==> src/hw/page_check_pkg.sv <==
`default_nettype none

package page_check_pkg;

  // ****************************************
  // address fields
  // ****************************************
  localparam int VA_W          = 16;
  localparam int PA_W          = 18;
  localparam int SEL_MSB       = 15;
  localparam int SEL_LSB       = 13;
  localparam int BLK_MSB       = 12;
  localparam int BLK_LSB       = 6;
  localparam int OFS_MSB       = 5;
  localparam int OFS_LSB       = 0;
  localparam int BASE_W        = 12;

  // ****************************************
  // descriptor fields
  // ****************************************
  localparam int KEY_MSB       = 2;
  localparam int KEY_LSB       = 0;
  localparam int DIR_BIT       = 3;
  localparam int WRITTEN_BIT   = 6;
  localparam int ACCESSED_BIT  = 7;
  localparam int EXT_MSB       = 14;
  localparam int EXT_LSB       = 8;

  // writable descriptor bits: extent, direction, key
  localparam logic [15:0] DESC_WMASK   = 16'h7f0f;
  localparam logic [15:0] BASE_WMASK   = 16'h0fff;
  localparam logic [15:0] REG_RESET    = 16'h0000;

  // ****************************************
  // register selection
  // ****************************************
  localparam int N_MODE        = 3;
  localparam int N_PAGE        = 8;
  localparam int N_REG         = 48;
  localparam logic [1:0] MODE_MOST   = 2'h0;
  localparam logic [1:0] MODE_MIDDLE = 2'h1;
  localparam logic [1:0] MODE_LEAST  = 2'h3;

  // ****************************************
  // access keys
  // ****************************************
  localparam logic [2:0] KEY_ABSENT    = 3'h0;
  localparam logic [2:0] KEY_RO_TRAP   = 3'h1;
  localparam logic [2:0] KEY_RO        = 3'h2;
  localparam logic [2:0] KEY_RSV3      = 3'h3;
  localparam logic [2:0] KEY_RW_TRAP   = 3'h4;
  localparam logic [2:0] KEY_RW_WTRAP  = 3'h5;
  localparam logic [2:0] KEY_RW        = 3'h6;
  localparam logic [2:0] KEY_RSV7      = 3'h7;

endpackage

`default_nettype wire

==> src/hw/paged_mmu_descriptor_check.sv <==
// Contract
// three banks of page registers, selected by current processor mode.
// each bank has instruction and data groups; instruction group for fetch-type references.
// other references use data group unless data space disabled, then instruction group.
// eight base/descriptor pairs per group, chosen by top three address bits.
// base register holds 12-bit physical block number; bits 15-12 reserved.
// descriptor bits 2-0 are access key deciding permit, abort or trap.
// aborted reference not completed; trap deferred until instruction finishes.
// any store or modify counts as write.
// key 000 non-resident aborts all accesses.
// key 001 aborts writes, allows reads with trap.
// key 010 aborts writes, allows reads silently.
// keys 011 and 111 reserved, abort all accesses.
// key 100 permits reads and writes, trap after each.
// key 101 reads silent, writes permitted with trap.
// key 110 permits everything without trap or abort.
// accessed flag bit 7 set when access meets key trap condition.
// written flag bit 6 set when page written after last load.
// writing base or descriptor clears both accessed and written flags.
// descriptor bit 3 selects growth direction, 1 means downward.
// bits 14-8 hold extent: length-1 upward, 128-length downward.
// length error if index above extent upward, below extent downward.
// descriptor bits 15, 5, 4 read zero.
// virtual address splits into page select, block index, block offset.
// physical block = base + index, offset appended, 18-bit address.
`timescale 1ns/1ps
`default_nettype none

module paged_mmu_descriptor_check
(
  // clock and reset
  input  wire logic        I_CORE_CLK,
  input  wire logic        I_NRST,
  // reference from the core
  input  wire logic        I_REQ,
  input  wire logic [15:0] I_VADDR,
  input  wire logic [1:0]  I_MODE,
  input  wire logic        I_ISPACE,
  input  wire logic        I_WRITE,
  input  wire logic        I_DSPACE_OFF,
  input  wire logic        I_INSTR_DONE,
  // register load and read port
  input  wire logic        I_REG_WR,
  input  wire logic [5:0]  I_REG_IDX,
  input  wire logic        I_REG_DESC,
  input  wire logic [15:0] I_REG_WDATA,
  output logic      [15:0] O_REG_RDATA,
  // reference outcome
  output logic             O_DONE,
  output logic      [17:0] O_PADDR,
  output logic             O_ABORT,
  output logic             O_ABORT_ABSENT,
  output logic             O_ABORT_LENGTH,
  output logic             O_ABORT_RDONLY,
  output logic             O_TRAP
);

  // ****************************************
  // register store
  // ****************************************
  // index = bank(2) * 16 + dspace * 8 + page; mode 3 uses bank 2, mode 2 has no bank
  logic [15:0] base_mem [page_check_pkg::N_REG];
  logic [15:0] desc_mem [page_check_pkg::N_REG];

  function automatic logic [5:0] bank_index(input logic [1:0] mode, input logic dsp, input logic [2:0] pg);
    logic [1:0] b;
    b = (mode == page_check_pkg::MODE_LEAST) ? 2'h2 : mode;
    return {b, dsp, pg};
  endfunction

  // ****************************************
  // reference decode
  // ****************************************
  logic [2:0]  page_select;
  logic [6:0]  virtual_block_index;
  logic [5:0]  offset_in_block;
  logic        use_dspace;
  logic [5:0]  ref_idx;
  logic [15:0] page_descriptor_reg;
  logic [15:0] page_base_reg;
  logic [2:0]  access_key;
  logic        growth_direction;
  logic [6:0]  page_extent;
  logic        bad_mode;
  logic        absent;
  logic        length_err;
  logic        rdonly_err;
  logic        trap_cond;
  logic        abort_now;
  logic [11:0] phys_block;

  always_comb
  begin
    page_select         = I_VADDR[page_check_pkg::SEL_MSB:page_check_pkg::SEL_LSB];
    virtual_block_index = I_VADDR[page_check_pkg::BLK_MSB:page_check_pkg::BLK_LSB];
    offset_in_block     = I_VADDR[page_check_pkg::OFS_MSB:page_check_pkg::OFS_LSB];
    use_dspace          = !I_ISPACE && !I_DSPACE_OFF;
    ref_idx             = bank_index(I_MODE, use_dspace, page_select);
    bad_mode            = (I_MODE == 2'h2);
    page_descriptor_reg = bad_mode ? 16'h0000 : desc_mem[ref_idx];
    page_base_reg       = bad_mode ? 16'h0000 : base_mem[ref_idx];
    access_key          = page_descriptor_reg[page_check_pkg::KEY_MSB:page_check_pkg::KEY_LSB];
    growth_direction    = page_descriptor_reg[page_check_pkg::DIR_BIT];
    page_extent         = page_descriptor_reg[page_check_pkg::EXT_MSB:page_check_pkg::EXT_LSB];
    length_err          = growth_direction ? (virtual_block_index < page_extent)
                                           : (virtual_block_index > page_extent);
    absent              = 1'b0;
    rdonly_err          = 1'b0;
    trap_cond           = 1'b0;
    case (access_key)
      page_check_pkg::KEY_ABSENT:   absent = 1'b1;
      page_check_pkg::KEY_RO_TRAP:
      begin
        rdonly_err = I_WRITE;
        trap_cond  = !I_WRITE;
      end
      page_check_pkg::KEY_RO:       rdonly_err = I_WRITE;
      page_check_pkg::KEY_RSV3,
      page_check_pkg::KEY_RSV7:     absent = 1'b1;
      page_check_pkg::KEY_RW_TRAP:  trap_cond = 1'b1;
      page_check_pkg::KEY_RW_WTRAP: trap_cond = I_WRITE;
      page_check_pkg::KEY_RW:       trap_cond = 1'b0;
      default:                      absent = 1'b1;
    endcase
    absent              = absent || bad_mode;
    abort_now           = absent || length_err || rdonly_err;
    phys_block          = page_base_reg[page_check_pkg::BASE_W-1:0] + {5'h00, virtual_block_index};
  end

  // ****************************************
  // register load and flag update
  // ****************************************
  logic        ref_fire;

  assign ref_fire = I_REQ && !abort_now;

  // a load and a flag set on the same pair in one cycle: the load wins,
  // since it starts a fresh page and must leave both flags clear
  always_ff @(posedge I_CORE_CLK or negedge I_NRST)
  begin
    if (!I_NRST)
    begin
      for (int k = 0; k < page_check_pkg::N_REG; k++)
      begin
        base_mem[k] <= page_check_pkg::REG_RESET;
        desc_mem[k] <= page_check_pkg::REG_RESET;
      end
    end
    else
    begin
      if (ref_fire && trap_cond)
        desc_mem[ref_idx][page_check_pkg::ACCESSED_BIT] <= 1'b1;
      if (ref_fire && I_WRITE)
        desc_mem[ref_idx][page_check_pkg::WRITTEN_BIT] <= 1'b1;
      if (I_REG_WR && (I_REG_IDX < 6'(page_check_pkg::N_REG)))
      begin
        if (I_REG_DESC)
          desc_mem[I_REG_IDX] <= I_REG_WDATA & page_check_pkg::DESC_WMASK;
        else
        begin
          base_mem[I_REG_IDX] <= I_REG_WDATA & page_check_pkg::BASE_WMASK;
          desc_mem[I_REG_IDX][page_check_pkg::ACCESSED_BIT] <= 1'b0;
          desc_mem[I_REG_IDX][page_check_pkg::WRITTEN_BIT]  <= 1'b0;
        end
      end
    end
  end

  // ****************************************
  // outcome registers
  // ****************************************
  logic        trap_pend;
  logic        next_trap_pend;
  logic        next_done;
  logic [17:0] next_paddr;
  logic        next_abort;
  logic        next_abs;
  logic        next_len;
  logic        next_ro;
  logic        next_trap;
  logic [15:0] next_rdata;

  always_comb
  begin
    next_done      = ref_fire;
    next_paddr     = ref_fire ? {phys_block, offset_in_block} : O_PADDR;
    next_abort     = I_REQ && abort_now;
    next_abs       = I_REQ && absent;
    next_len       = I_REQ && length_err;
    next_ro        = I_REQ && rdonly_err;
    next_trap_pend = trap_pend || (ref_fire && trap_cond);
    next_trap      = 1'b0;
    if (I_INSTR_DONE)
    begin
      next_trap      = next_trap_pend;
      next_trap_pend = 1'b0;
    end
    next_rdata     = 16'h0000;
    if (I_REG_IDX < 6'(page_check_pkg::N_REG))
      next_rdata   = I_REG_DESC ? desc_mem[I_REG_IDX] : base_mem[I_REG_IDX];
  end

  always_ff @(posedge I_CORE_CLK or negedge I_NRST)
  begin
    if (!I_NRST)
    begin
      trap_pend      <= 1'b0;
      O_DONE         <= 1'b0;
      O_PADDR        <= 18'h00000;
      O_ABORT        <= 1'b0;
      O_ABORT_ABSENT <= 1'b0;
      O_ABORT_LENGTH <= 1'b0;
      O_ABORT_RDONLY <= 1'b0;
      O_TRAP         <= 1'b0;
      O_REG_RDATA    <= 16'h0000;
    end
    else
    begin
      trap_pend      <= next_trap_pend;
      O_DONE         <= next_done;
      O_PADDR        <= next_paddr;
      O_ABORT        <= next_abort;
      O_ABORT_ABSENT <= next_abs;
      O_ABORT_LENGTH <= next_len;
      O_ABORT_RDONLY <= next_ro;
      O_TRAP         <= next_trap;
      O_REG_RDATA    <= next_rdata;
    end
  end

  // ****************************************
  // checks
  // ****************************************
  absent_abort_a: assert property (@(posedge I_CORE_CLK) disable iff (!I_NRST)
    I_REQ && !bad_mode && access_key == page_check_pkg::KEY_ABSENT |=> O_ABORT && O_ABORT_ABSENT && !O_DONE)
    else $error("non-resident page not aborted");
  ro_write_a: assert property (@(posedge I_CORE_CLK) disable iff (!I_NRST)
    I_REQ && I_WRITE && !bad_mode && access_key == page_check_pkg::KEY_RO_TRAP |=> O_ABORT_RDONLY && !O_DONE)
    else $error("write to read-only page not aborted");
  ro_silent_a: assert property (@(posedge I_CORE_CLK) disable iff (!I_NRST)
    I_REQ && !I_WRITE && !bad_mode && access_key == page_check_pkg::KEY_RO && !length_err |=> O_DONE && !O_ABORT)
    else $error("read of read-only page not completed");
  rsv_abort_a: assert property (@(posedge I_CORE_CLK) disable iff (!I_NRST)
    I_REQ && (access_key == page_check_pkg::KEY_RSV3 || access_key == page_check_pkg::KEY_RSV7) |=> O_ABORT_ABSENT)
    else $error("reserved key not aborted");
  rw_free_a: assert property (@(posedge I_CORE_CLK) disable iff (!I_NRST)
    I_REQ && !bad_mode && access_key == page_check_pkg::KEY_RW && !length_err && !trap_pend && !I_INSTR_DONE
    |=> O_DONE && !O_ABORT && !trap_pend)
    else $error("free page raised trap or abort");
  trap_defer_a: assert property (@(posedge I_CORE_CLK) disable iff (!I_NRST)
    O_TRAP |-> $past(I_INSTR_DONE))
    else $error("trap not deferred to instruction end");
  len_up_a: assert property (@(posedge I_CORE_CLK) disable iff (!I_NRST)
    I_REQ && !growth_direction && virtual_block_index > page_extent |=> O_ABORT_LENGTH)
    else $error("upward length error missed");
  paddr_a: assert property (@(posedge I_CORE_CLK) disable iff (!I_NRST)
    ref_fire |=> O_PADDR == {$past(page_base_reg[11:0]) + {5'h00, $past(I_VADDR[12:6])}, $past(I_VADDR[5:0])})
    else $error("physical address wrong");
  flag_clear_a: assert property (@(posedge I_CORE_CLK) disable iff (!I_NRST)
    I_REG_WR && I_REG_IDX < 6'(page_check_pkg::N_REG) |=> desc_mem[$past(I_REG_IDX)][7:6] == 2'h0)
    else $error("flags not cleared on load");
  mode_abort_a: assert property (@(posedge I_CORE_CLK) disable iff (!I_NRST)
    I_REQ && bad_mode |=> O_ABORT && O_ABORT_ABSENT && !O_DONE)
    else $error("illegal mode not aborted");
  ispace_group_a: assert property (@(posedge I_CORE_CLK) disable iff (!I_NRST)
    I_REQ && I_ISPACE |-> !ref_idx[3])
    else $error("instruction reference used data group");
  dspace_group_a: assert property (@(posedge I_CORE_CLK) disable iff (!I_NRST)
    I_REQ && !I_ISPACE |-> ref_idx[3] == !I_DSPACE_OFF)
    else $error("data reference used wrong group");
  ro_trap_a: assert property (@(posedge I_CORE_CLK) disable iff (!I_NRST)
    I_REQ && !I_WRITE && !bad_mode && access_key == page_check_pkg::KEY_RO_TRAP && !length_err && !I_INSTR_DONE
    |=> O_DONE && trap_pend)
    else $error("read of trapping read-only page did not trap");
  rw_trap_a: assert property (@(posedge I_CORE_CLK) disable iff (!I_NRST)
    I_REQ && !bad_mode && access_key == page_check_pkg::KEY_RW_TRAP && !length_err && !I_INSTR_DONE
    |=> O_DONE && trap_pend)
    else $error("trapping read/write page did not trap");
  write_trap_a: assert property (@(posedge I_CORE_CLK) disable iff (!I_NRST)
    I_REQ && !bad_mode && access_key == page_check_pkg::KEY_RW_WTRAP && !length_err && !trap_pend && !I_INSTR_DONE
    |=> O_DONE && trap_pend == $past(I_WRITE))
    else $error("write-trap page trapped wrongly");
  len_down_a: assert property (@(posedge I_CORE_CLK) disable iff (!I_NRST)
    I_REQ && growth_direction && virtual_block_index < page_extent
    |=> O_ABORT_LENGTH && !O_DONE)
    else $error("downward length error missed");
  acc_flag_a: assert property (@(posedge I_CORE_CLK) disable iff (!I_NRST)
    ref_fire && trap_cond && !I_REG_WR
    |=> desc_mem[$past(ref_idx)][page_check_pkg::ACCESSED_BIT])
    else $error("accessed flag not set");
  wr_flag_a: assert property (@(posedge I_CORE_CLK) disable iff (!I_NRST)
    ref_fire && I_WRITE && !I_REG_WR
    |=> desc_mem[$past(ref_idx)][page_check_pkg::WRITTEN_BIT])
    else $error("written flag not set");
  desc_rsv_a: assert property (@(posedge I_CORE_CLK) disable iff (!I_NRST)
    I_REG_DESC |=> (O_REG_RDATA & 16'h8030) == 16'h0000)
    else $error("reserved descriptor bits not zero");
  base_rsv_a: assert property (@(posedge I_CORE_CLK) disable iff (!I_NRST)
    !I_REG_DESC |=> O_REG_RDATA[15:12] == 4'h0)
    else $error("reserved base bits not zero");
  trap_release_a: assert property (@(posedge I_CORE_CLK) disable iff (!I_NRST)
    I_INSTR_DONE && (trap_pend || (ref_fire && trap_cond)) |=> O_TRAP)
    else $error("pending trap not released at instruction end");
  paddr_hold_a: assert property (@(posedge I_CORE_CLK) disable iff (!I_NRST)
    !ref_fire |=> $stable(O_PADDR))
    else $error("physical address changed without completion");

endmodule // paged_mmu_descriptor_check

`default_nettype wire

==> config.mk <==
export PLATFORM = sky130hd
export DESIGN_NAME = paged_mmu_descriptor_check
export DESIGN_NICKNAME = d
export VERILOG_FILES = /design/src/hw/page_check_pkg.sv /design/src/hw/paged_mmu_descriptor_check.sv
export SDC_FILE = /design/constraint.sdc
export NUM_CORES = 2
export LEC_CHECK = 0
export ABC_AREA = 0
export BUFFER_PORTS_ARGS = -buffer_cell sky130_fd_sc_hd__buf_2
export CAP_MARGIN = 20
export CORE_ASPECT_RATIO = 1.75
export CORE_UTILIZATION = 55
export CTS_CLUSTER_SIZE = 40
export DETAILED_ROUTE_END_ITERATION = 7
export PLACE_DENSITY = 0.71
export SYNTH_ARGS = -nofsm -noshare
export SYNTH_HDL_FRONTEND = slang
export SYNTH_SLANG_ARGS = --single-unit
export TNS_END_PERCENT = 10
==> constraint.sdc <==
create_clock -name I_CORE_CLK -period 6.4 [get_ports I_CORE_CLK]
set_clock_uncertainty 0.05 [all_clocks]
set_input_delay 0.96 -clock I_CORE_CLK [delete_from_list [all_inputs] [get_ports I_CORE_CLK]]
set_output_delay 0.96 -clock I_CORE_CLK [all_outputs]
set_load 0.005 [all_outputs]
# Word-level counts from Yosys, hierarchy flattened
# Cells that the tools add are included.
# Widths: inputs -> output; s select.
# word_totals
ff_bits,1577
out_inout_bits,40
# classes
n_reduce_logical,23
n_eq_ne,8
n_mux,39
add_sub_neg,1
order_cmp,7
bitwise_logic,9
# op_table
operator,count
$mux 768,4
$and 768x768->768,2
$bwmux 768,2
$not 768->768,2
$or 768x768->768,2
$demux 16 s6,5
$bmux 16 s6,4
$mux 16,7
$mux 15,3
$mux 12,3
$mux 8,2
$ge 7x7->1 const B,2
$lt 7x1->1 const B,2
$mux 7,2
$not 6->7,2
$add 12x7->12,1
$logic_and 1x1->1,11
$eq 3x3->1 const B,3
$gt 7x7->1,1
$lt 7x7->1,1
$eq 3x2->1 const B,2
$lt 6x6->1 const B,1
$mux 1,5
$eq 2x2->1 const B,2
10 further kinds,16

# Longest topological paths before layout
# depth
ltp_word,23
ltp_mapped,26
ltp_nobuf,20

# Least setup slack after synthesis
# OpenSTA, ideal clock, no wires.
# synth_path
kind,input to register
start,input I_VADDR[14]
end,register O_PADDR[0]
t_required_ns,6.222
path_stages,24
slack_ns,0.914
t_arrival_ns,5.309
path_buffers,10
cell_sequence,buf_4 -> buf_2 -> buf_4 -> buf_2 -> buf_2 -> buf_2 -> buf_2 -> buf_2 -> buf_2 -> a22oi_1 -> a221oi_1 -> nand2_1 -> a21oi_1 -> nor2_1 -> ha_1 -> a21o_1 -> a21o_1 -> a21oi_1 -> a21oi_1 -> nor4b_1 -> nor3_4 -> o2111ai_2 -> buf_4 -> mux2_1
# synth_via
elab_chain_len,13
elab_cells_between_ends,22
# synth_lines
element,line_no,text
"start, declared",paged_mmu_descriptor_check.sv:36,"input wire logic [15:0] I_VADDR,"
$not 6->7 (implied by the code) (*),paged_mmu_descriptor_check.sv:100,page_descriptor_reg = bad_mode ? 16'h0000 : desc_mem[ref_idx];
$bmux 16 s6 (*),paged_mmu_descriptor_check.sv:100,
$mux 15 (implied by the code) (*) (2 in series),paged_mmu_descriptor_check.sv:100,
$mux 15 (*),paged_mmu_descriptor_check.sv:100,
branches (longest 5 deep; another with $gt 7x7->1),--,
$logic_or 1x1->1 (*),paged_mmu_descriptor_check.sv:126,abort_now = absent || length_err || rdonly_err;
$logic_not 1->1 (*),paged_mmu_descriptor_check.sv:135,assign ref_fire = I_REQ && !abort_now;
$logic_and 1x1->1 (*),paged_mmu_descriptor_check.sv:135,
"end signal, assigned",paged_mmu_descriptor_check.sv:221,O_PADDR <= next_paddr;
"end, declared",paged_mmu_descriptor_check.sv:50,"output logic [17:0] O_PADDR,"
# Mark *: on every way between the ends. The select of a mux whose other input is x is not followed.
# A chain may end at the register's enable or synchronous reset.

# Worst setup path after layout
# layout_path
start,input I_VADDR[14]
end,register desc_mem[711] (netlist name)
# layout_via
elab_chain_len,21
elab_cells_between_ends,42
# layout_lines
element,line_no,text
$not 6->7 (implied by the code) (*),"paged_mmu_descriptor_check.sv:100, paged_mmu_descriptor_check.sv:152, paged_mmu_descriptor_check.sv:154",
branches (longest 15 deep; another with $gt 7x7->1),--,
$mux 768 (*),paged_mmu_descriptor_check.sv:153,if (ref_fire && I_WRITE)
$and 768x768->768 (no line) (2 in series),--,
$mux 768,paged_mmu_descriptor_check.sv:157,if (I_REG_DESC)
$mux 768 (*),paged_mmu_descriptor_check.sv:155,if (I_REG_WR && (I_REG_IDX < 6'(page_check_pkg::N_REG)))
"end signal, assigned by index",paged_mmu_descriptor_check.sv:146,desc_mem[k] <= page_check_pkg::REG_RESET;
"end signal, assigned by index",paged_mmu_descriptor_check.sv:158,desc_mem[I_REG_IDX] <= I_REG_WDATA & page_check_pkg::DESC_WMASK;
"end, declared",paged_mmu_descriptor_check.sv:63,logic [15:0] desc_mem [page_check_pkg::N_REG];
# Marks and branches as above.

==> metrics <==
status finished, violations left; failing checks DRC; Crit path arrival time 6400 ps; Max clock buf depth 3; Syn Inst Count 5320; max-slew violation count 0; share of layout cells above drive strength 1 32.9%; Final Hold Vio Count 0; drt first-iter violations 7646; r2r setup slk 1040 ps; post-synth top area share 49.5%; antenna violations before repair 22; largest family of logic cells by synthesized area multiplexers; First-pass DRT Iterations 8; Synth Area in Compound Gates 17.6%; die height 449 um; area share of fa/ha/maj cells after synthesis 0.311%; xor/xnor share of the synthesized area 0.0838%; reg-to-reg startpoint desc_mem[616]; Tcrit/Tclk final 89.8%; setup TNS 0 ps; vias in the first global route 51.5k; CP startpoint I_VADDR[14]; clock root buffer clkbuf_16; I/O Pins 89; worst rel slew slack 7.07%; sequential area share after synthesis 49.5%; via count 52.2k; Setup crit start kind input port; drt drc 11; Die W 257 um; std cell rows 163; first-pass GRT wire length 373000 um; switch share 27.9%; synthesized area per cell 11.8 um2; asr flop ratio synth 100%; Reg power frac 48.1%; CTS H-tree lvls 3; largest net degree at the start of global routing 181; EDFF count, synth 0; count of cell types in the netlist 74; Max Cap Viol 0; Cell Pwr Density 271 mW/mm2; final setup vio count 0; top-count cell post-synth dfrtp_1; Area growth syn-to-layout 10.0%; Tot GR Track Use 45.0%; clock share of power 38.7%; Comb power frac 13.1%; reg-to-reg endpoint desc_mem[711]; CP Max Fanout 24; CTS tree done; gr ovfl total 0; worst r2r path cells 18; DP HPWL 156000 um; CP required 7050 ps; post-synthesis simple-gate area fraction 5.57%; routed wire length 260000 um; Worst Setup EP desc_mem[711]; Reg clk slew, reported paths 60 ps; core box area 0.113 mm2; yosys synthesis warning count 0; Setup Buffers After CTS 0; cell taking the most area after synthesis dfrtp_1; CTS Hold Bufs 0; post-synthesis mux area share 23.3%; buffers added on ports 87; Critical Path End Type flop; clk sink count 1241; Initial Utilization 55.5%; cts bufs inserted 112; RSZ-0062 raised after global routing no; syn nets 5384; maximum vdd ir drop 199 uV; Resize count post-CTS 0; DR WL/cell 38.4 um; vias per inst 7.71; fin util 61.1%; RD Place Congestion 1.01; ys flop type dfrtp_1; top cells by count, synth dfrtp_1 (1241), mux2_2 (1172), a22oi_1 (694); worst skew pair latency 790 ps; die area 0.115 mm2; critical path type in -> reg; Worst Hold Class in -> async; top post-synthesis cells by area dfrtp_1 (50%), mux2_2 (21%), a22oi_1 (8.3%); cell area after synthesis 0.0627 mm2; cell internal pwr 13.5 mW; Peak Freq 0.174 GHz; Leakage 30.9 nW; Final min period 5750 ps; NetSw 5.22 mW; Routed Antenna Nets 0; Tightest Pin Transition 1390 ps; flops & latches, synth 1241; Nets 5241
flip-flops by register name, indices dropped and copies added (netlist names):
name / flops
O_ABORT: 1
O_ABORT_RDONLY: 1
O_PADDR: 18
O_DONE: 1
base_mem: 576
O_TRAP: 1
O_ABORT_LENGTH: 1
trap_pend: 1
desc_mem: 624
O_ABORT_ABSENT: 1
O_REG_RDATA: 16
cell type report:
class	count	area, um2
well taps	1485	1860
flip-flops and latches	1241	31100
fillers	9084	44000
clock inverters	40	547
inverters	19	71.3
repair buffers	311	2650
diodes	15	37.5
clock buffers	163	3280
multi-input cells	3492	29500
worst min-delay path by stage:
stage / end / cells past startpoint / slack [ps] / start
6_report: desc_mem[57] / 1 / 50 / I_NRST
5_1_grt: desc_mem[57] / 1 / 130 / I_NRST
4_1_cts: desc_mem[57] / 1 / 200 / I_NRST
3_5_place_dp: O_PADDR[16] / 2 / 420 / O_PADDR[16]
3_3_place_gp: O_PADDR[17] / 2 / 410 / O_PADDR[17]
2_1_floorplan: trap_pend / 2 / 400 / trap_pend
power groups by stage:
stage	clock network [mW]	logic [mW]	registers, mW
after floorplan	0	1.32	8.96
after global placement	0	2.26	9.08
after detailed placement	0	2.31	9.12
after CTS	7.21	2.32	8.97
after global routing	7.51	2.53	9.05
final	7.24	2.45	8.99
cell usage in the layout (no fill, tap or decap), types with 18 or more instances in the layout:
cell	count
buf_12	39
clkbuf_1	28
dfrtp_1	1241
clkinv_2	20
a22oi_1	694
mux4_2	28
clkbuf_8	18
mux2_2	1172
a21oi_1	155
o21a_1	86
nand3_1	91
buf_2	81
a221oi_1	159
a41oi_1	19
buf_4	186
clkbuf_16	117
nor3_1	37
nand2_1	154
a31oi_1	90
a22o_1	106
nor2_1	159
nand4_1	146
mux2i_1	67
o21ai_0	78
through the flow:
step                      std cells  hold slack, ps  total power [mW]  setup slack (ps)  area [um2]
final                          6766            55.0              18.7               652       69000
after global routing           6757             127              19.1               681       69000
after global placement         6538             407              11.3               401       65000
after floorplan                5320             400              10.3               914       62700
after CTS                      6743             195              18.5              1150       68900
after detailed placement       6540             417              11.4               405       65100
per-layer routing:
metal | up-vias | GRT usage (%) | part of all wire [%]
li1 | 20200 | - | -
met1 | 26300 | 51.2 | 32
met2 | 4284 | 68.3 | 44
met3 | 1406 | 14.7 | 12
met4 | 18 | 37.7 | 11
met5 | - | 0.715 | 0.071
worst max-delay path, stage by stage:
cell	delay (ps)
buf_6	160
buf_12	190
nor2_4	580
a22o_1	270
a222oi_1	70
a311oi_1	810
a31oi_1	420
o22ai_1	410
ha_1	210
nor2b_1	40
o21a_1	160
o21bai_1	250
a21oi_1	110
nor4b_1	150
buf_4	160
nor3_4	250
buf_4	340
nand4_1	420
nor2_1	260
o21a_1	130
kinds of logic (layout without fill, tap and decap cells):
group | count (synthesis) | in the layout
flip-flops | 1241 | 1241
adder cells (fa/ha/maj) | 15 | 15
buffers and inverters | 587 | 533
other | 1 | 16
AO/OA/AOI/OAI | 1498 | 1498
multiplexers | 1275 | 1275
XOR/XNOR | 6 | 6
AND/OR/NAND/NOR | 697 | 697
No activity file was read; power rests on OpenSTA's default activity.
